`src/dac_host_regs.svh`:
```
`ifndef DAC_HOST_REGS_SVH
`define DAC_HOST_REGS_SVH

// Frame geometry
`define FRAME_BITS 24
`define LONG_BITS 32
`define PAD_BITS 8
`define CRC_POLY 8'h07
`define CRC_INIT 8'h00

// Clock rate and link timing in nanoseconds
`define CLK_PERIOD_NS 10
`define SCLK_HALF_NS 40
`define LOAD_DELAY_NS 100
`define LOAD_PULSE_NS 50
`define RST_LOW_NS 100

// Derived cycle counts, least times rounded up
`define SCLK_HALF_CYC ((`SCLK_HALF_NS + `CLK_PERIOD_NS - 1) / `CLK_PERIOD_NS)
`define LOAD_DELAY_CYC ((`LOAD_DELAY_NS + `CLK_PERIOD_NS - 1) / `CLK_PERIOD_NS)
`define LOAD_PULSE_CYC ((`LOAD_PULSE_NS + `CLK_PERIOD_NS - 1) / `CLK_PERIOD_NS)
`define RST_LOW_CYC ((`RST_LOW_NS + `CLK_PERIOD_NS - 1) / `CLK_PERIOD_NS)

`endif

```
`src/dac_host_pkg.sv`:
```
package dac_host_pkg;

	// One device command: read flag, register address, data word
	typedef struct packed {
		logic        read;
		logic [6:0]  addr;
		logic [15:0] data;
	} cmd_type;

	// Gray codes along idle, load, shift, gap, wait, pulse
	typedef enum logic [2:0] {
		ST_IDLE  = 3'h0,
		ST_LOAD  = 3'h1,
		ST_SHIFT = 3'h3,
		ST_GAP   = 3'h2,
		ST_LWAIT = 3'h6,
		ST_LPULS = 3'h7,
		ST_RST   = 3'h4
	} state_type;

endpackage

```
`src/dac_serial_host.sv`:
```
`timescale 1ns/1ns
`include "dac_host_regs.svh"

// Command buffer; DEPTH must be a power of two so pointers wrap
module cmd_fifo #(
	parameter int WIDTH = 24,
	parameter int DEPTH = 32
) (
	// Clock and reset
	input  wire logic             clk,
	input  wire logic             reset,
	// Filling side
	input  wire logic [WIDTH-1:0] in_data,
	input  wire logic             in_valid,
	output logic                  in_ready,
	// Draining side
	output logic      [WIDTH-1:0] out_data,
	output logic                  out_valid,
	input  wire logic             out_ready
);
	localparam int AW = $clog2(DEPTH);
	logic [WIDTH-1:0] mem [DEPTH];
	logic [AW-1:0]    wr_ff;
	logic [AW-1:0]    rd_ff;
	logic [AW:0]      count_ff;
	wire              push = in_valid & in_ready;
	wire              pop = out_valid & out_ready;
	wire  [AW:0]      nxt_count = count_ff + (AW+1)'(push) - (AW+1)'(pop);

	// Read side looks straight at the head entry
	assign out_valid = count_ff != '0;
	assign out_data = mem[rd_ff];

	// Registered ready keeps the user port glitch free
	always_ff @(posedge clk or posedge reset) begin
		if (reset) begin
			wr_ff <= '0;
			rd_ff <= '0;
			count_ff <= '0;
			in_ready <= 1'b1;
		end else begin
			wr_ff <= push ? AW'(wr_ff + 1'b1) : wr_ff;
			rd_ff <= pop ? AW'(rd_ff + 1'b1) : rd_ff;
			count_ff <= nxt_count;
			in_ready <= nxt_count != (AW+1)'(DEPTH);
		end
	end

	// Storage has no reset
	always_ff @(posedge clk) begin
		if (push) begin
			mem[wr_ff] <= in_data;
		end
	end
endmodule // cmd_fifo

// How it works
// - Host sends 24 clocks per chained device, 32 in long frames
// - Gated burst, frame select rises after it
// - Host leaves bypass by pulsing reset pin
// - Address byte then data word, MSB first
// - Top bit set marks a read request
// - Follow read with no-op to fetch data
// - Load pulse waits minimum after select rise
// - Checked frames are 32 bits with CRC
// - Host appends CRC; device returns CRC
// - Unchecked long frames pad top eight bits
// - Never end a frame short of count
module dac_serial_host #(
	parameter int CHAIN_LEN  = 1,
	parameter int FIFO_DEPTH = 32
) (
	// Clock and reset
	input  wire logic                 sys_clk,
	input  wire logic                 reset,
	// Command stream, one word per chained device
	input  wire dac_host_pkg::cmd_type cmd_word,
	input  wire logic                 cmd_valid,
	output logic                      cmd_ready,
	// Mode controls
	input  wire logic                 crc_en,
	input  wire logic                 pad_long,
	input  wire logic                 load_sync,
	input  wire logic                 clear_req,
	input  wire logic                 hw_reset_req,
	// Status
	output logic                      busy,
	output logic [31:0]               rd_data,
	output logic                      rd_valid,
	// Device pins
	output logic                      sync_n,
	output logic                      sclk,
	output logic                      serial_in,
	output logic                      output_load_n,
	output logic                      output_clear,
	output logic                      dev_reset_n,
	input  wire logic                 serial_out
);
	// CRC remainder, MSB first; zero on a clean checked frame
	function automatic logic [7:0] crc8_of(input logic [31:0] d);
		logic [7:0] c;
		logic       fb;
		c = `CRC_INIT;
		for (int i = 31; i >= 0; i--) begin
			fb = c[7] ^ d[i];
			c = {c[6:0], 1'b0} ^ (fb ? `CRC_POLY : 8'h00);
		end
		return c;
	endfunction

	dac_host_pkg::state_type state_ff, nxt_state;
	logic [7:0]  cnt_ff, nxt_cnt;
	logic [5:0]  bit_ff, nxt_bit;
	logic [3:0]  word_ff, nxt_word;
	logic [31:0] tx_ff, nxt_tx;
	logic [31:0] rx_ff, nxt_rx;
	logic        long_ff, nxt_long;
	logic        nxt_sync_n, nxt_sclk, nxt_sin, nxt_load_n, nxt_rst_n;
	logic        nxt_rd_valid;
	logic        so_meta_ff, so_ff;
	logic        pop;
	logic        head_valid;
	dac_host_pkg::cmd_type head;

	cmd_fifo #(.WIDTH(`FRAME_BITS), .DEPTH(FIFO_DEPTH)) u_fifo (
		.clk       (sys_clk),
		.reset     (reset),
		.in_data   (cmd_word),
		.in_valid  (cmd_valid),
		.in_ready  (cmd_ready),
		.out_data  (head),
		.out_valid (head_valid),
		.out_ready (pop)
	);

	// Frame assembly: checked, padded long, or plain short
	wire        tick = cnt_ff == 8'h00;
	wire [23:0] head_bits = head;
	wire        long_now = crc_en | pad_long;
	// Checked frame ends in CRC byte
	wire [7:0]  head_crc = crc8_of({`PAD_BITS'(0), head_bits});
	wire [31:0] frame_crc = {head_bits, head_crc};
	// Unchecked long frame, zero top byte
	wire [31:0] frame_pad = {`PAD_BITS'(0), head_bits};
	wire [31:0] frame_short = {head_bits, `PAD_BITS'(0)};
	wire [31:0] frame_now = crc_en ? frame_crc :
		(pad_long ? frame_pad : frame_short);
	wire [5:0]  last_bit = long_ff ? 6'(`LONG_BITS - 1) :
		6'(`FRAME_BITS - 1);
	wire        last_word = word_ff == 4'(CHAIN_LEN - 1);
	wire [7:0]  half_cnt = 8'(`SCLK_HALF_CYC - 1);

	// Sequencer; sclk idles high so the first edge is a fall
	always_comb begin
		nxt_state = state_ff;
		nxt_cnt = tick ? 8'h00 : 8'(cnt_ff - 1'b1);
		nxt_bit = bit_ff;
		nxt_word = word_ff;
		nxt_tx = tx_ff;
		nxt_rx = rx_ff;
		nxt_long = long_ff;
		nxt_sync_n = sync_n;
		nxt_sclk = sclk;
		nxt_sin = serial_in;
		nxt_load_n = output_load_n;
		nxt_rst_n = dev_reset_n;
		nxt_rd_valid = 1'b0;
		pop = 1'b0;
		unique case (state_ff)
			dac_host_pkg::ST_IDLE: begin
				nxt_sync_n = 1'b1;
				nxt_sclk = 1'b1;
				// Async mode holds load low ahead of select rise
				nxt_load_n = load_sync;
				if (hw_reset_req) begin
					nxt_rst_n = 1'b0;
					nxt_cnt = 8'(`RST_LOW_CYC - 1);
					nxt_state = dac_host_pkg::ST_RST;
				end else if (head_valid) begin
					nxt_state = dac_host_pkg::ST_LOAD;
				end
			end
			dac_host_pkg::ST_LOAD: begin
				if (head_valid) begin
					pop = 1'b1;
					nxt_tx = frame_now;
					nxt_long = long_now;
					nxt_bit = 6'h00;
					nxt_sync_n = 1'b0;
					nxt_sin = frame_now[31];
					nxt_cnt = half_cnt;
					nxt_state = dac_host_pkg::ST_SHIFT;
				end
			end
			dac_host_pkg::ST_SHIFT: begin
				if (tick && sclk) begin
					nxt_sclk = 1'b0;
					nxt_cnt = half_cnt;
				end else if (tick) begin
					// Rise: capture returned bit, launch next
					nxt_sclk = 1'b1;
					nxt_cnt = half_cnt;
					nxt_rx = {rx_ff[30:0], so_ff};
					nxt_tx = {tx_ff[30:0], 1'b0};
					nxt_sin = tx_ff[30];
					nxt_bit = 6'(bit_ff + 1'b1);
					if (bit_ff == last_bit) begin
						nxt_word = last_word ? 4'h0 : 4'(word_ff + 1'b1);
						nxt_state = last_word ? dac_host_pkg::ST_GAP :
							dac_host_pkg::ST_LOAD;
					end
				end
			end
			dac_host_pkg::ST_GAP: begin
				if (tick) begin
					nxt_sync_n = 1'b1;
					nxt_rd_valid = 1'b1;
					nxt_cnt = 8'(`LOAD_DELAY_CYC - 1);
					nxt_state = dac_host_pkg::ST_LWAIT;
				end
			end
			dac_host_pkg::ST_LWAIT: begin
				if (tick && load_sync) begin
					nxt_load_n = 1'b0;
					nxt_cnt = 8'(`LOAD_PULSE_CYC - 1);
					nxt_state = dac_host_pkg::ST_LPULS;
				end else if (tick) begin
					nxt_state = dac_host_pkg::ST_IDLE;
				end
			end
			dac_host_pkg::ST_LPULS: begin
				if (tick) begin
					nxt_load_n = 1'b1;
					nxt_state = dac_host_pkg::ST_IDLE;
				end
			end
			dac_host_pkg::ST_RST: begin
				if (tick) begin
					nxt_rst_n = 1'b1;
					nxt_state = dac_host_pkg::ST_IDLE;
				end
			end
			default: begin
				nxt_state = dac_host_pkg::ST_IDLE;
			end
		endcase
	end

	// Returned data crosses in through two flops
	always_ff @(posedge sys_clk or posedge reset) begin
		if (reset) begin
			so_meta_ff <= 1'b0;
			so_ff <= 1'b0;
		end else begin
			so_meta_ff <= serial_out;
			so_ff <= so_meta_ff;
		end
	end

	// Sequencer state
	always_ff @(posedge sys_clk or posedge reset) begin
		if (reset) begin
			state_ff <= dac_host_pkg::ST_IDLE;
			cnt_ff <= 8'h00;
			bit_ff <= 6'h00;
			word_ff <= 4'h0;
			tx_ff <= 32'h0;
			rx_ff <= 32'h0;
			long_ff <= 1'b0;
		end else begin
			state_ff <= nxt_state;
			cnt_ff <= nxt_cnt;
			bit_ff <= nxt_bit;
			word_ff <= nxt_word;
			tx_ff <= nxt_tx;
			rx_ff <= nxt_rx;
			long_ff <= nxt_long;
		end
	end

	// Pins and status; readback is the last frame's bits
	always_ff @(posedge sys_clk or posedge reset) begin
		if (reset) begin
			sync_n <= 1'b1;
			sclk <= 1'b1;
			serial_in <= 1'b0;
			output_load_n <= 1'b1;
			output_clear <= 1'b0;
			dev_reset_n <= 1'b1;
			busy <= 1'b0;
			rd_data <= 32'h0;
			rd_valid <= 1'b0;
		end else begin
			sync_n <= nxt_sync_n;
			sclk <= nxt_sclk;
			serial_in <= nxt_sin;
			output_load_n <= nxt_load_n;
			output_clear <= clear_req;
			dev_reset_n <= nxt_rst_n;
			busy <= nxt_state != dac_host_pkg::ST_IDLE;
			rd_data <= nxt_rd_valid ? rx_ff : rd_data;
			rd_valid <= nxt_rd_valid;
		end
	end

	// Checking helpers: falling clocks per frame, time since rise
	logic [9:0] fall_cnt_ff;
	logic [7:0] since_ff;
	wire  [9:0] exp_falls = long_ff ? 10'(`LONG_BITS * CHAIN_LEN) :
		10'(`FRAME_BITS * CHAIN_LEN);
	always_ff @(posedge sys_clk or posedge reset) begin
		if (reset) begin
			fall_cnt_ff <= 10'h000;
			since_ff <= 8'h00;
		end else begin
			fall_cnt_ff <= sync_n ? 10'h000 :
				10'(fall_cnt_ff + (sclk & !nxt_sclk));
			since_ff <= !sync_n ? 8'h00 :
				(since_ff == 8'hff ? since_ff : 8'(since_ff + 1'b1));
		end
	end
endmodule // dac_serial_host

```
`config.mk`:
```
export PLATFORM = sky130hd
export DESIGN_NAME = dac_serial_host
export DESIGN_NICKNAME = d
export VERILOG_FILES = /design/src/dac_host_pkg.sv /design/src/dac_serial_host.sv
export VERILOG_INCLUDE_DIRS = /design/src
export SDC_FILE = /design/constraint.sdc
export NUM_CORES = 1
export LEC_CHECK = 0
export BUFFER_PORTS_ARGS = -buffer_cell sky130_fd_sc_hd__buf_2
export CORE_ASPECT_RATIO = 1.1
export CORE_MARGIN = 2
export CORE_UTILIZATION = 50
export DETAILED_ROUTE_END_ITERATION = 10
export PLACE_DENSITY = 0.67
export SYNTH_ARGS = -nofsm -noshare
export SYNTH_HDL_FRONTEND = slang
export SYNTH_SLANG_ARGS = --single-unit
```
`constraint.sdc`:
```
create_clock -name sys_clk -period 4.1 [get_ports sys_clk]
set_clock_uncertainty 0.05 [all_clocks]
set_input_delay 0.205 -clock sys_clk [delete_from_list [all_inputs] [get_ports sys_clk]]
set_output_delay 0.205 -clock sys_clk [all_outputs]
set_load 0.02 [all_outputs]
```
# [Word level (Yosys, flattened, before mapping)]
# Memory sizes are Yosys's and may differ from the RTL's.
# Index checks and enable logic that the tools add are counted.
[op_classes] n_addsub=7 n_eq_ne=17 n_mux=74 bitwise_logic=50 reduce_logical=21
[ops] op="XOR 8 x 3 -> 8 bit" n=19
[ops] op="2-to-1 mux 3 bit" n=33
[ops] op="2-to-1 mux 31 bit" n=3
[ops] op="2-to-1 mux 32 bit" n=2
[ops] op="case mux 31 bit (2 select lines)" n=1
[ops] op="2-to-1 mux 8 bit" n=7
[ops] op="case mux 8 bit (5 select lines)" n=1
[ops] op="2-to-1 mux 6 bit" n=3
[ops] op="case mux 3 bit (6 select lines)" n=1
[ops] op="XOR 1 bit" n=18
[ops] op="2-to-1 mux 1 bit" n=14
[ops] op="inequality test 2 bit, second input constant" n=7
[ops] op="case mux 6 bit (2 select lines)" n=1
[ops] op="AND reduction 3 bit" n=4
[ops] op="adder 5 x 1 -> 5 bit, second input constant" n=2
[ops] op="equality test 3 bit, second input constant" n=3
[ops] op="nonzero test 3 bit" n=3
[ops] op="zero test 8 bit" n=1
[ops] op="2-to-1 mux 4 bit" n=2
[ops] op="AND reduction 4 bit" n=2
[ops] op="subtractor 8 x 1 -> 8 bit, second input constant" n=1
[ops] op="XOR 7 x 3 -> 7 bit" n=1
[ops] op="adder 6 x 1 -> 6 bit" n=1
[ops] op="adder 6 x 1 -> 6 bit, second input constant" n=1
[ops] op="other kinds (25)" n=38
[totals] register_bits=144 mem_bits_rw=768 in_bits=33 output_inout_bits=41 mem_count=1
[memory_table] memory="u_fifo.mem" depth=32 width=24 read_ports=1 rd_clocked_by_memory_dff=0 wr=1 line_no="dac_serial_host.sv:22" source="logic [WIDTH-1:0] mem [DEPTH];"

# [Logic depth before layout (Yosys ltp)]
# Gate-level depths: netlist (run 1).
# An unclocked memory read counts as a cell.
[logic_depth] ltp_word=65 depth_mapped=20

# [Cells and area by module]
# Synthesis (run 1) repeated with hierarchy kept, for this count alone.
[unflattened] hier_cells=1952 area_unflattened_um2=36258.5
[modules_own_cells] mod="cmd_fifo" n_inst=1 cells_each=1388 area_per_inst_um2=30052.6 seq_area_each_um2=23488.8
[modules_own_cells] mod="dac_serial_host" n_inst=1 cells_each=564 area_per_inst_um2=6206.0 seq_area_each_um2=3183.1

# [Least setup slack after synthesis (run 1)]
# Ideal clock, no wire load.
[synth_timing] path_type="register -> register" startpoint="reg u_fifo.rd_ff[0]" endpoint="reg tx_ff[5]" t_arrival_ns=3.279 path_slack_ns=0.640 path_stages_with_launch=13 n_path_buf=5 cell_sequence="dfrtp_1 buf_6 buf_6 buf_6 buf_4 buf_6 mux4_2 mux4_2 mux2i_4 xnor2_2 xnor3_1 a221oi_1 nor3_1"
[synth_via] elab_chain_cells=35 word_cells_on_any_way=61
[synth_rtl] element="from (decl)" line_no="dac_serial_host.sv:24" source="logic [AW-1:0] rd_ff;"
[synth_rtl] element="from (signal assigned)" line_no="dac_serial_host.sv:43" source="rd_ff <= pop ? AW'(rd_ff + 1'b1) : rd_ff;"
[synth_rtl] element="memory (32 x 24 bit) *"
[synth_rtl] element="XOR 1 bit" line_no="dac_serial_host.sv:105" source="fb = c[7] ^ d[i];"
[synth_rtl] element="2-to-1 mux 3 bit" line_no="dac_serial_host.sv:106" source="c = {c[6:0], 1'b0} ^ (fb ? `CRC_POLY : 8'h00);"
[synth_rtl] element="XOR 4 x 3 -> 4 bit" line_no="dac_serial_host.sv:106"
[synth_rtl] element="XOR 5 x 3 -> 5 bit" line_no="dac_serial_host.sv:106"
[synth_rtl] element="XOR 6 x 3 -> 6 bit" line_no="dac_serial_host.sv:106"
[synth_rtl] element="XOR 7 x 3 -> 7 bit" line_no="dac_serial_host.sv:106"
[synth_rtl] element="XOR 8 x 3 -> 8 bit (2 in a row)" line_no="dac_serial_host.sv:106"
[synth_rtl] element="[... 11 more ...]"
[synth_rtl] element="XOR 8 x 3 -> 8 bit (5 in a row)" line_no="dac_serial_host.sv:106"
[synth_rtl] element="XOR 1 bit or XOR 8 x 3 -> 8 bit (tied branches)" line_no="dac_serial_host.sv:105, dac_serial_host.sv:106"
[synth_rtl] element="2-to-1 mux 3 bit or XOR 1 bit (tied branches)" line_no="dac_serial_host.sv:106, dac_serial_host.sv:105"
[synth_rtl] element="XOR 8 x 3 -> 8 bit or 2-to-1 mux 3 bit (tied branches)" line_no="dac_serial_host.sv:106"
[synth_rtl] element="XOR 8 x 3 -> 8 bit (4 in a row)" line_no="dac_serial_host.sv:106"
[synth_rtl] element="2-to-1 mux 32 bit *" line_no="dac_serial_host.sv:146" source="wire [31:0] frame_now = crc_en ? frame_crc :"
[synth_rtl] element="2-to-1 mux 31 bit *" line_no="dac_serial_host.sv:184" source="if (head_valid) begin"
[synth_rtl] element="case mux 31 bit (2 select lines) *" line_no="dac_serial_host.sv:169" source="unique case (state_ff)"
[synth_rtl] element="to (signal assigned)" line_no="dac_serial_host.sv:275" source="tx_ff <= nxt_tx;"
[synth_rtl] element="to (decl)" line_no="dac_serial_host.sv:115" source="logic [31:0] tx_ff, nxt_tx;"
# Mark *: on every way between the ends. The rest lies on a longest branch, timed or not. The select of a mux whose other input is x is not followed.
# A chain may end at the register's enable or synchronous reset.

# [Final worst setup path (run 1)]
[layout_timing] startpoint="reg u_fifo.rd_ff[1]" endpoint="reg tx_ff[7]"
[layout_via] elab_chain_cells=34 word_cells_on_any_way=57
[layout_rtl] element="memory (32 x 24 bit) *"
[layout_rtl] element="2-to-1 mux 3 bit" line_no="dac_serial_host.sv:106"
[layout_rtl] element="XOR 4 x 3 -> 4 bit" line_no="dac_serial_host.sv:106"
[layout_rtl] element="XOR 5 x 3 -> 5 bit" line_no="dac_serial_host.sv:106"
[layout_rtl] element="XOR 6 x 3 -> 6 bit" line_no="dac_serial_host.sv:106"
[layout_rtl] element="XOR 7 x 3 -> 7 bit" line_no="dac_serial_host.sv:106"
[layout_rtl] element="XOR 8 x 3 -> 8 bit" line_no="dac_serial_host.sv:106"
[layout_rtl] element="XOR 1 bit" line_no="dac_serial_host.sv:105"
[layout_rtl] element="[... 8 more ...]"
[layout_rtl] element="2-to-1 mux 3 bit" line_no="dac_serial_host.sv:106"
[layout_rtl] element="XOR 8 x 3 -> 8 bit (6 in a row)" line_no="dac_serial_host.sv:106"
[layout_rtl] element="XOR 1 bit" line_no="dac_serial_host.sv:105"
[layout_rtl] element="2-to-1 mux 3 bit" line_no="dac_serial_host.sv:106"
[layout_rtl] element="XOR 8 x 3 -> 8 bit (6 in a row)" line_no="dac_serial_host.sv:106"
[layout_rtl] element="2-to-1 mux 32 bit *" line_no="dac_serial_host.sv:146"
[layout_rtl] element="2-to-1 mux 31 bit *" line_no="dac_serial_host.sv:184"
[layout_rtl] element="case mux 31 bit (2 select lines) *" line_no="dac_serial_host.sv:169"
# Marks and branches as above.

==> results.md, run 1 <==
* Initial antenna violation count at 2
* Total chip power at 21.31 mW
* I/O Pins at 74
* Highest-delay cell along the critical path: mux4_2
* Num CTS Buffers at 89
* Die X-Extent at approximately 260 um
* DP Worst Slack at a little over 0.09 ns
* Post-layout util at roughly three fifths
* Layout cells sized above 1 at just under 30%
* 1st-iter DRT viols at ~2.4k
* CP peak stage delay at ~0.55 ns
* Vias in the first global route at between 15k and 20k
* Largest family of logic cells by synthesized area: multiplexers
* Crit end category: flip-flop
* Die Y at between 200 and 300 um
* Status: completed
* IO buf count at 73
* Fin. Hold Viols at 0
* Mapped Nets at 2001
* Worst setup margin at approximately 0.21 ns
* Lkg Pwr at 14.40 nW
* Final WL at about 90 mm
* Area fraction of the dominant cell type after synthesis at between 60% and 70%
* Most frequent cells in the layout: edfxtp_1, mux4_2, dfrtp_1
* Hold Startpoint: cmd_word[21]
* Synth Register Bits at ~910
* Post-synthesis mux area share at approximately 15%
* Post-synthesis compound-gate area fraction at under 10%
* Sink Count at slightly above 900
* FF-to-FF Start: u_fifo.rd_ff[1]
* Antenna-violating nets left at 0
* Core ar. at 72870 um2
* Period utilisation layout at 94.87%
* Num rows at approximately 100
* YS warnings at 0
* Simple logic cell fraction of the synthesized area at 3.639%
* Die area at ~75000 um2
* Ant. Diodes at 0
* Final GP Congestion at 0.8613
* Headroom to the max-slew limit at 45.68%
* First-pass iteration count of the detailed router at 5
* Layout area overhead at 15.50%
* Reg-to-reg slack, setup at between 0.2 and 0.25 ns
* Synth top area cells: edfxtp_1, mux4_2, dfrtp_1
* CP top delay family: XOR/XNOR gates
* RSZ-0062 raised after global routing: no
* Worst VDD drop at between 200 and 300 uV
* First-pass GRT wire length at 131.1 mm
* Hold depth at 1
* Clk_lat worst skew at 0.64 ns
* Clock tree from TritonCTS: yes
* Min Tclk post-route at 3.890 ns
* Nets at between 2k and 2.5k
* Worst Hold Class: input pin to flip-flop
* Commonest non-fill, non-tap cell in the layout: edfxtp_1
* Worst endpoint required time at 4.56 ns
* Max Cap Viol at 0
* Residual DRC count at 0
* Vias per cell at ~6.1
* Synth Flop Type: edfxtp_1
* Crit path DAT at between 4 and 5 ns
* Worst-path clk slew at ~0.060 ns
* Initial core utilization at between 50% and 60%
* GRT Total Usage at between 20 and 25%
* Clock Tree Root: clkbuf_16
* Buffers and inverters on the worst path at 2
* Synth Instances at around 2.0k
* PwrDens at 503.8 nW/um2
* Yosys top cell by area: edfxtp_1
* Slew Viols, Final at 0
* Routed wire length per instance at approximately 28 um
* Hold Path Sink: u_fifo.mem[13][21]
* Count of unique library cells instantiated by Yosys at around 60
* Crit path max fanout at 17
* Sequential element share of the synthesized area at 72.84%
* CTS Buffer Depth at 3
* Reg2reg path depth at 11
* Max Freq at 257.1 MHz
* Worst r2r dst: tx_ff[7]
* CP Launch Type: flip-flop
* Cells along the critical path: buf_12 -> buf_4 -> mux4_2 -> mux2i_1 -> a221o_1 -> xnor2_1 -> xnor3_1 -> xnor3_1 -> xnor2_1 -> a221oi_1 -> nor3_1
* Post-synth EDFFs at 768
* Total number of H-tree levels at 3
* Mapped Avg Cell Area at around 19 um2
* Asr flop ratio synth at 15.79%
* Xor-xnor portion of the synthesized cell area at approximately 2.2%
* Final TNS setup at 0 ns
* Critical path class: flip-flop to flip-flop
* Largest net degree at the start of global routing at 91
* Final setup fails at 0
* Start point of the critical path: u_fifo.rd_ff[1]
* Total number of vias at roughly 19k
* Post-synthesis adder-cell area fraction at 0.6355%
* Total gr overflow at 0
* Mapped cell area at 36620 um2
* Worst slew pin tran at just over 0.8 ns
* DP HPWL at around 53 mm
==> area by class of cell <==
type	instances	area, um2
multi-input cells	908	9494
clock inverters	51	675.6
clock buffers	115	2426
fillers	5329	30580
inverters	25	97.59
well taps	954	1194
flip-flops and latches	912	26680
repair buffers	210	1723
==> state kept, by name (all words and copies together), names as in the netlist, 3 cells and up <==
name / flops
cnt_ff: 8
rd_data: 32
state_ff: 3
word_ff: 4
u_fifo.wr_ff: 5
u_fifo.mem: 768
tx_ff: 31
u_fifo.rd_ff: 5
u_fifo.count_ff: 6
rx_ff: 32
bit_ff: 6
==> worst max path at each step <==
stage / to / slack [ns] / cells past startpoint
after floorplan: tx_ff[5] / 0.64 / 12
after global placement: tx_ff[5] / 0.17 / 12
after detailed placement: tx_ff[5] / 0.09 / 12
after CTS: tx_ff[5] / 0.06 / 12
after global routing: tx_ff[7] / 0.02 / 11
final: tx_ff[7] / 0.21 / 11
==> worst reg2reg max path, cell delays in order, from the launching register on <==
cell	delay [ns]
dfrtp_4	0.51
buf_12	0.21
buf_4	0.33
mux4_2	0.55
mux2i_1	0.18
a221o_1	0.33
xnor2_1	0.18
xnor3_1	0.42
xnor3_1	0.45
xnor2_1	0.16
a221oi_1	0.29
nor3_1	0.10
==> report_power, final <==
part / internal, mW / switching (mW) / total [mW]
clock: 5.09 / 3.50 / 8.59
combinational: 0.659 / 1.28 / 1.94
sequential: 10.6 / 0.160 / 10.8
total: 16.4 / 4.94 / 21.3
==> cell usage after synthesis (19+ instances only) <==
cell type and instances:
xnor2_1 37, edfxtp_1 768, dfrtp_1 139, nor2_1 115, buf_6 19, a21oi_1 46
clkbuf_1 44, nand2_1 95, mux4_2 178, a22oi_1 22, nor3_1 24, nand3_1 23
buf_2 23, o21ai_0 48, mux2_2 70, mux2i_1 69, inv_1 25
==> cell families (layout without fill, tap and decap cells) <==
kind of cell / Yosys count / in the layout
fa+ha+maj: 18 / 18
xor+xnor: 67 / 67
mux: 321 / 321
compound gates: 198 / 198
flops: 912 / 912
simple gates: 304 / 304
buf+inv: 130 / 401
==> layer usage <==
| layer | vias to the layer above | share of wire [%] | track usage [%] |
|---|---|---|---|
| met3 | 191 | 8.0 | 4.561 |
| met2 | 915 | 49 | 39.60 |
| li1 | 8145 | - | - |
| met5 | - | 0.032 | 0 |
| met4 | 4 | 3.9 | 9.887 |
| met1 | 10140 | 39 | 32.90 |
==> repair_timing <==
item	CTS	global route
resized for setup	0	2
hold buffers	20	0
buffers inserted	0	5
hold endpoints to repair	360	0
setup endpoints to repair	0	2
==> stage by stage <==
stage,cell area [um2],instances,hold slack [ns]
after CTS,42200,3170,0.0008336
after global placement,38890,2984,0.2070
after global routing,42290,3175,0.03650
after floorplan,36620,1950,0.1864
final,42290,3175,0.02210
after detailed placement,38890,2984,0.2154
No activity file was read; power rests on OpenSTA's default activity.
==> run 2: changes to the inputs <==
--- a/config.mk
+++ b/config.mk
@@ -6,11 +6,11 @@
 export SDC_FILE = /design/constraint.sdc
 export NUM_CORES = 1
 export LEC_CHECK = 0
-export BUFFER_PORTS_ARGS = -buffer_cell sky130_fd_sc_hd__buf_2
 export CORE_ASPECT_RATIO = 1.1
 export CORE_MARGIN = 2
 export CORE_UTILIZATION = 50
 export DETAILED_ROUTE_END_ITERATION = 10
+export DONT_BUFFER_PORTS = 1
 export PLACE_DENSITY = 0.67
 export SYNTH_ARGS = -nofsm -noshare
 export SYNTH_HDL_FRONTEND = slang
==> results.md, run 2 (same netlist as run 1, synthesis figures left out) <==
* Most frequent cells in the layout: edfxtp_1, mux4_2, dfrtp_1
* Num CTS Buffers at 91
* Min Tclk post-route at approximately 3.9 ns
* Lkg Pwr at about 14 nW
* Worst slew pin tran at 1.168 ns
* Layout area overhead at 14.04%
* I/O Pins at 74
* Placed Instances at between 2k and 3k
* Status: completed
* Sink Count at roughly 910
* DP HPWL at about 50 mm
* Crit end category: flip-flop
* Die Y at between 200 and 300 um
* Worst-path clk slew at 0.06 ns
* Fin. Hold Viols at 0
* Commonest non-fill, non-tap cell in the layout: edfxtp_1
* Routed wire length per instance at roughly 29 um
* Initial core utilization at 50.25%
* Die X-Extent at between 200 and 300 um
* Hold Startpoint: serial_out
* Num rows at approximately 100
* Crit path DAT at around 4.4 ns
* Worst VDD drop at 299.1 uV
* Worst endpoint required time at 4.58 ns
* Power share of the clock group at between 30% and 40%
* Residual DRC count at 0
* Max Cap Viol at 0
* Largest Register: u_fifo.mem
* GRT Total Usage at between 20% and 30%
* WHS at between 0.06 and 0.07 ns
* Critical path class: flip-flop to flip-flop
* Switching power at 4.967 mW
* Regs by FF count: u_fifo.mem: 768 flops, rd_data: 32 flops, rx_ff: 32 flops
* Clock tree from TritonCTS: yes
* Clock Tree Root: clkbuf_16
* Largest net degree at the start of global routing at 82
* Die area at between 70000 and 80000 um2
* RSZ-0062 raised after global routing: yes
* Slew Viols, Final at 0
* Vias in the first global route at about 19k
* CP Launch Type: flip-flop
* Headroom to the max-slew limit at about 22%
* Max FFs per register at 768
* First-pass iteration count of the detailed router at 5
* Buffers and inverters on the worst path at 2
* Switching Fraction at approximately a quarter
* Crit path max fanout at 23
* Placed Area at 38440 um2
* Layout cells sized above 1 at 25.12%
* Highest-delay cell along the critical path: xnor3_1
* Cell-internal power at 15.94 mW
* Share of power burned in registers at about half
* Reg-to-reg slack, setup at around 0.16 ns
* Vias per cell at just over 6
* Reg2reg path depth at 10
* Storage cell area at between 20000 and 30000 um2
* IO buf count at 0
* Max Freq at 253.9 MHz
* 1st-iter DRT viols at 2362
* Area of the multi-input gates at ~9500 um2
* First-pass GRT wire length at 129.8 mm
* Initial antenna violation count at 2
* Hold Path Sink: so_meta_ff
* Core ar. at ~73000 um2
* Design Area, Final at ~42000 um2
* Worst r2r dst: tx_ff[7]
* Hold depth at 1
* Nets at 2127
* FF-to-FF Start: u_fifo.rd_ff[0]
* Final GP Congestion at 0.8843
* Combinational share of power at under 10%
* Cells along the critical path: buf_12 -> buf_12 -> mux4_2 -> a211o_1 -> o21ai_2 -> xnor3_1 -> xnor3_1 -> xnor2_1 -> a221oi_1 -> nor3_1
* Final WL at between 80 and 90 mm
* Ant. Diodes at 0
* FILL cells at 5424
* CTS Buffer Depth at 3
* CP top delay family: XOR/XNOR gates
* Worst Hold Class: input pin to flip-flop
* Period utilisation layout at 96.05%
* Antenna-violating nets left at 0
* Total number of vias at around 19k
* Clk_lat worst skew at roughly 0.67 ns
* Layout Cells excl Fill at around 3.1k
* Final setup fails at 0
* Total number of H-tree levels at 3
* PwrDens at around 500 nW/um2
* Total gr overflow at 0
* CP peak stage delay at 0.59 ns
run 2: changes by cell type in the layout (fill, tap and decap cells not counted), moves of 2 or more:
cell,before,now
inv_16,0,2
buf_12,22,18
clkinvlp_4,8,5
clkinv_1,9,17
clkbuf_16,90,93
clkbuf_8,8,2
bufinv_16,14,7
buf_2,73,0
dlygate4sd3_1,20,33
clkinv_4,2,0
clkinv_8,4,1
buf_4,94,85
clkbuf_1,17,25
run 2: stage by stage:
| stage | utilization (%) | setup TNS [ns] | worst slack [ns] | power [mW] |
|---|---|---|---|---|
| 6_report | 57.31 | 0 | 0.1620 | 20.91 |
| 5_1_grt | 57.31 | -0.04387 | -0.04387 | 21.54 |
| 4_1_cts | 57.22 | 0 | 0.03263 | 21.03 |
| 3_5_place_dp | 52.75 | 0 | 0.06860 | 12.76 |
| 3_3_place_gp | 52.75 | 0 | 0.1326 | 12.67 |
| 2_1_floorplan | - | 0 | 0.6405 | 11.99 |
run 2: final cells by class:
| cell class | instances | area share, % |
|---|---|---|
| Tap cell | 954 | 2.858 |
| Clock inverter | 47 | 1.147 |
| Timing Repair Buffer | 138 | 3.275 |
| Sequential cell | 912 | 63.90 |
| Clock buffer | 120 | 5.863 |
| Multi-Input combinational cell | 908 | 22.73 |
| Inverter | 25 | 0.2337 |
run 2: worst max-delay path by stage:
stage	start	end	cells after the start
detailed placement	u_fifo.rd_ff[0]	tx_ff[7]	12
floorplan	u_fifo.rd_ff[0]	tx_ff[5]	12
finish	u_fifo.rd_ff[0]	tx_ff[7]	10
CTS	u_fifo.rd_ff[0]	tx_ff[7]	12
global route	u_fifo.rd_ff[0]	tx_ff[7]	12
global placement	u_fifo.rd_ff[0]	tx_ff[1]	12
run 2: per-layer routing:
| layer | vias to the layer above | wire length (um) | GRT usage, % |
|---|---|---|---|
| li1 | 7998 | - | - |
| met4 | 4 | 2570 | 7.867 |
| met1 | 9971 | 36090 | 33.80 |
| met2 | 839 | 43690 | 38.85 |
| met3 | 148 | 6932 | 3.830 |
| met5 | - | 21 | 0 |
run 2: power groups by stage:
| stage | Sequential (mW) | Combinational [mW] | Clock (mW) |
|---|---|---|---|
| 2_1_floorplan | 10.9 | 1.09 | 0 |
| 3_3_place_gp | 10.9 | 1.73 | 0 |
| 6_report | 10.8 | 1.92 | 8.21 |
| 3_5_place_dp | 11.0 | 1.79 | 0 |
| 5_1_grt | 10.8 | 2.04 | 8.68 |
| 4_1_cts | 10.8 | 1.92 | 8.32 |
run 2: repair_timing:
action,in CTS,in global routing
setup endpoints to repair,0,6
hold endpoints to repair,935,0
setup buffers,0,5
gates resized for setup,0,3
hold buffers,33,0
==> run 3: changes to the inputs <==
--- a/config.mk
+++ b/config.mk
@@ -7,7 +7,6 @@
 export NUM_CORES = 1
 export LEC_CHECK = 0
 export CORE_ASPECT_RATIO = 1.1
-export CORE_MARGIN = 2
 export CORE_UTILIZATION = 50
 export DETAILED_ROUTE_END_ITERATION = 10
 export DONT_BUFFER_PORTS = 1
==> results.md, run 3 (same netlist as run 1, synthesis figures left out) <==
* Crit path DAT at roughly 4.3 ns
* Vias in the first global route at between 15k and 20k
* Post-Route M1 WL at around 36 mm
* Total gr overflow at 0
* Cells along the critical path: buf_12 -> nor2b_1 -> buf_4 -> a22oi_1 -> a22o_1 -> xnor2_1 -> xnor3_1 -> xnor3_1 -> xor2_1 -> a221oi_1 -> nor3_1
* DR top layer: met5
* Period utilisation layout at between 90% and 100%
* Max Cap Viol at 0
* Final setup fails at 0
* Num CTS Buffers at just over 90
* Nets at 2122
* Met2 routed WL at around 44 mm
* 1st-iter DRT viols at roughly 2.2k
* First-pass iteration count of the detailed router at 5
* Most used cell, CP: xnor3_1
* Initial core utilization at 50.74%
* Lkg Pwr at approximately 14 nW
* Setup bufs post-CTS at 0
* Worst endpoint required time at between 4 and 5 ns
* Reg2reg path depth at 11
* Initial antenna violation count at 2
* Headroom to the max-slew limit at between 20% and 30%
* CP Launch Type: flip-flop
* Sink Count at 912
* Most frequent cells in the layout: edfxtp_1, mux4_2, dfrtp_1
* GRT Total Usage at 24.22%
* WL met3 at ~6.3 mm
* DP HPWL at just over 50 mm
* Crit path depth at 11
* Crit path max fanout at 25
* Layout area overhead at 14.28%
* Regs by FF count: u_fifo.mem: 768 flops, rd_data: 32 flops, rx_ff: 32 flops
* Status: completed
* Final WL at 87.86 mm
* Antenna-violating nets left at 0
* Clk_lat worst skew at roughly 0.65 ns
* Clock tree from TritonCTS: yes
* Core ar. at 72170 um2
* Min Tclk post-route at around 3.8 ns
* Final GP Congestion at 0.8624
* Largest Register: u_fifo.mem
* Slew Viols, Final at 0
* CP peak stage delay at ~0.65 ns
* Worst-path clk slew at 0.06 ns
* CTS Buffer Depth at 3
* Total number of H-tree levels at 3
* Largest net degree at the start of global routing at approximately 140
* Design Area, Final at 41850 um2
* Num rows at between 100 and 150
* Final TNS setup at 0 ns
* CP top delay family: XOR/XNOR gates
* Worst slew pin tran at about 1.1 ns
* Commonest non-fill, non-tap cell in the layout: edfxtp_1
* Critical path class: flip-flop to flip-flop
* RSZ-0062 raised after global routing: no
* Fin. Hold Viols at 0
* Die area at about 74000 um2
* Total chip power at roughly 21 mW
* Clock Tree Root: clkbuf_16
* Routed wire length per instance at 28.40 um
* I/O Pins at 74
* Worst VDD drop at approximately 320 uV
* Total number of vias at 18.94k
* Max Freq at ~260 MHz
* Max FFs per register at ~770
* Placed Area at approximately 39000 um2
* Crit end category: flip-flop
* First-pass GRT wire length at ~130 mm
* Residual DRC count at 0
* IO buf count at 0
* PwrDens at between 500 and 600 nW/um2
* Highest-delay cell along the critical path: dfrtp_4
* Buffers and inverters on the worst path at 2
* Worst Hold Class: input pin to async pin
* Die X-Extent at between 200 and 300 um
* Vias per cell at 6.122
* Die Y at 285.8 um
* Layout cells sized above 1 at approximately 25%
* FILL cells at around 5.3k
[run 3: cell types whose count changed in the layout (fill, tap and decap cells not counted), sizes merged]
| cell | previous run | this run |
|---|---|---|
| clkinvlp | 5 | 7 |
| bufinv | 7 | 9 |
| clkbuf | 120 | 107 |
| buf | 105 | 100 |
| clkinv | 31 | 40 |
| inv | 29 | 32 |
| diode | 0 | 1 |
[run 3: power breakdown]
group / leakage, nW / total (mW) / internal, mW / switching, mW
combinational: 3.83 / 1.90 / 0.657 / 1.24
sequential: 8.71 / 10.8 / 10.6 / 0.162
clock: 1.44 / 8.25 / 4.75 / 3.50
[run 3: cell type report]
type,instances,area [um2],share of cell area (%)
clock buffers,107,2390,5.711
diodes,1,2.502,0.005980
inverters,25,97.59,0.2332
multi-input cells,908,9490,22.68
repair buffers,133,1435,3.429
flip-flops and latches,912,26680,63.77
clock inverters,63,565.5,1.351
well taps,945,1182,2.825
[run 3: worst reg2reg max path, cell delays in order, from the launching register on]
cell      delay [ns]
dfrtp_4         0.65
buf_12          0.26
nor2b_1         0.20
buf_4           0.30
a22oi_1         0.15
a22o_1          0.38
xnor2_1         0.35
xnor3_1         0.43
xnor3_1         0.41
xor2_1          0.16
a221oi_1        0.26
nor3_1          0.11
[run 3: through the flow]
step	utilization (%)	setup slack (ns)	instances	hold WS, ns
6_report	57.99	0.2667	3094	0.05178
5_1_grt	57.99	0.02057	3094	0.04810
4_1_cts	57.97	0.1677	3093	0.02426
3_5_place_dp	53.42	0.1658	2890	-0.08308
3_3_place_gp	53.42	0.1965	2890	-0.08284
2_1_floorplan	-	0.6405	1950	0.1864
[run 3: layer usage]
metal / GRT usage [%] / vias up
met4: 7.176 / 2
met5: 0 / -
met2: 39.51 / 781
met1: 33.73 / 10010
met3: 3.952 / 136
li1: - / 8014
[run 3: repair_timing]
item,CTS,global route
endpoints found under the setup margin,0,1
gates resized for setup,0,2
hold buffers,33,0
endpoints found under the hold margin,933,0
[run 3: worst paths after layout]
path	from	to	slack [ns]
max in group asynchronous	reset	u_fifo.rd_ff[1]	3.11
hold reg to reg	so_meta_ff	so_ff	0.31
hold / removal	reset	u_fifo.in_ready	0.05
setup reg to reg	u_fifo.rd_ff[2]	tx_ff[1]	0.27
setup / recovery	u_fifo.rd_ff[2]	tx_ff[1]	0.27
min in group sys_clk	clear_req	output_clear	0.08
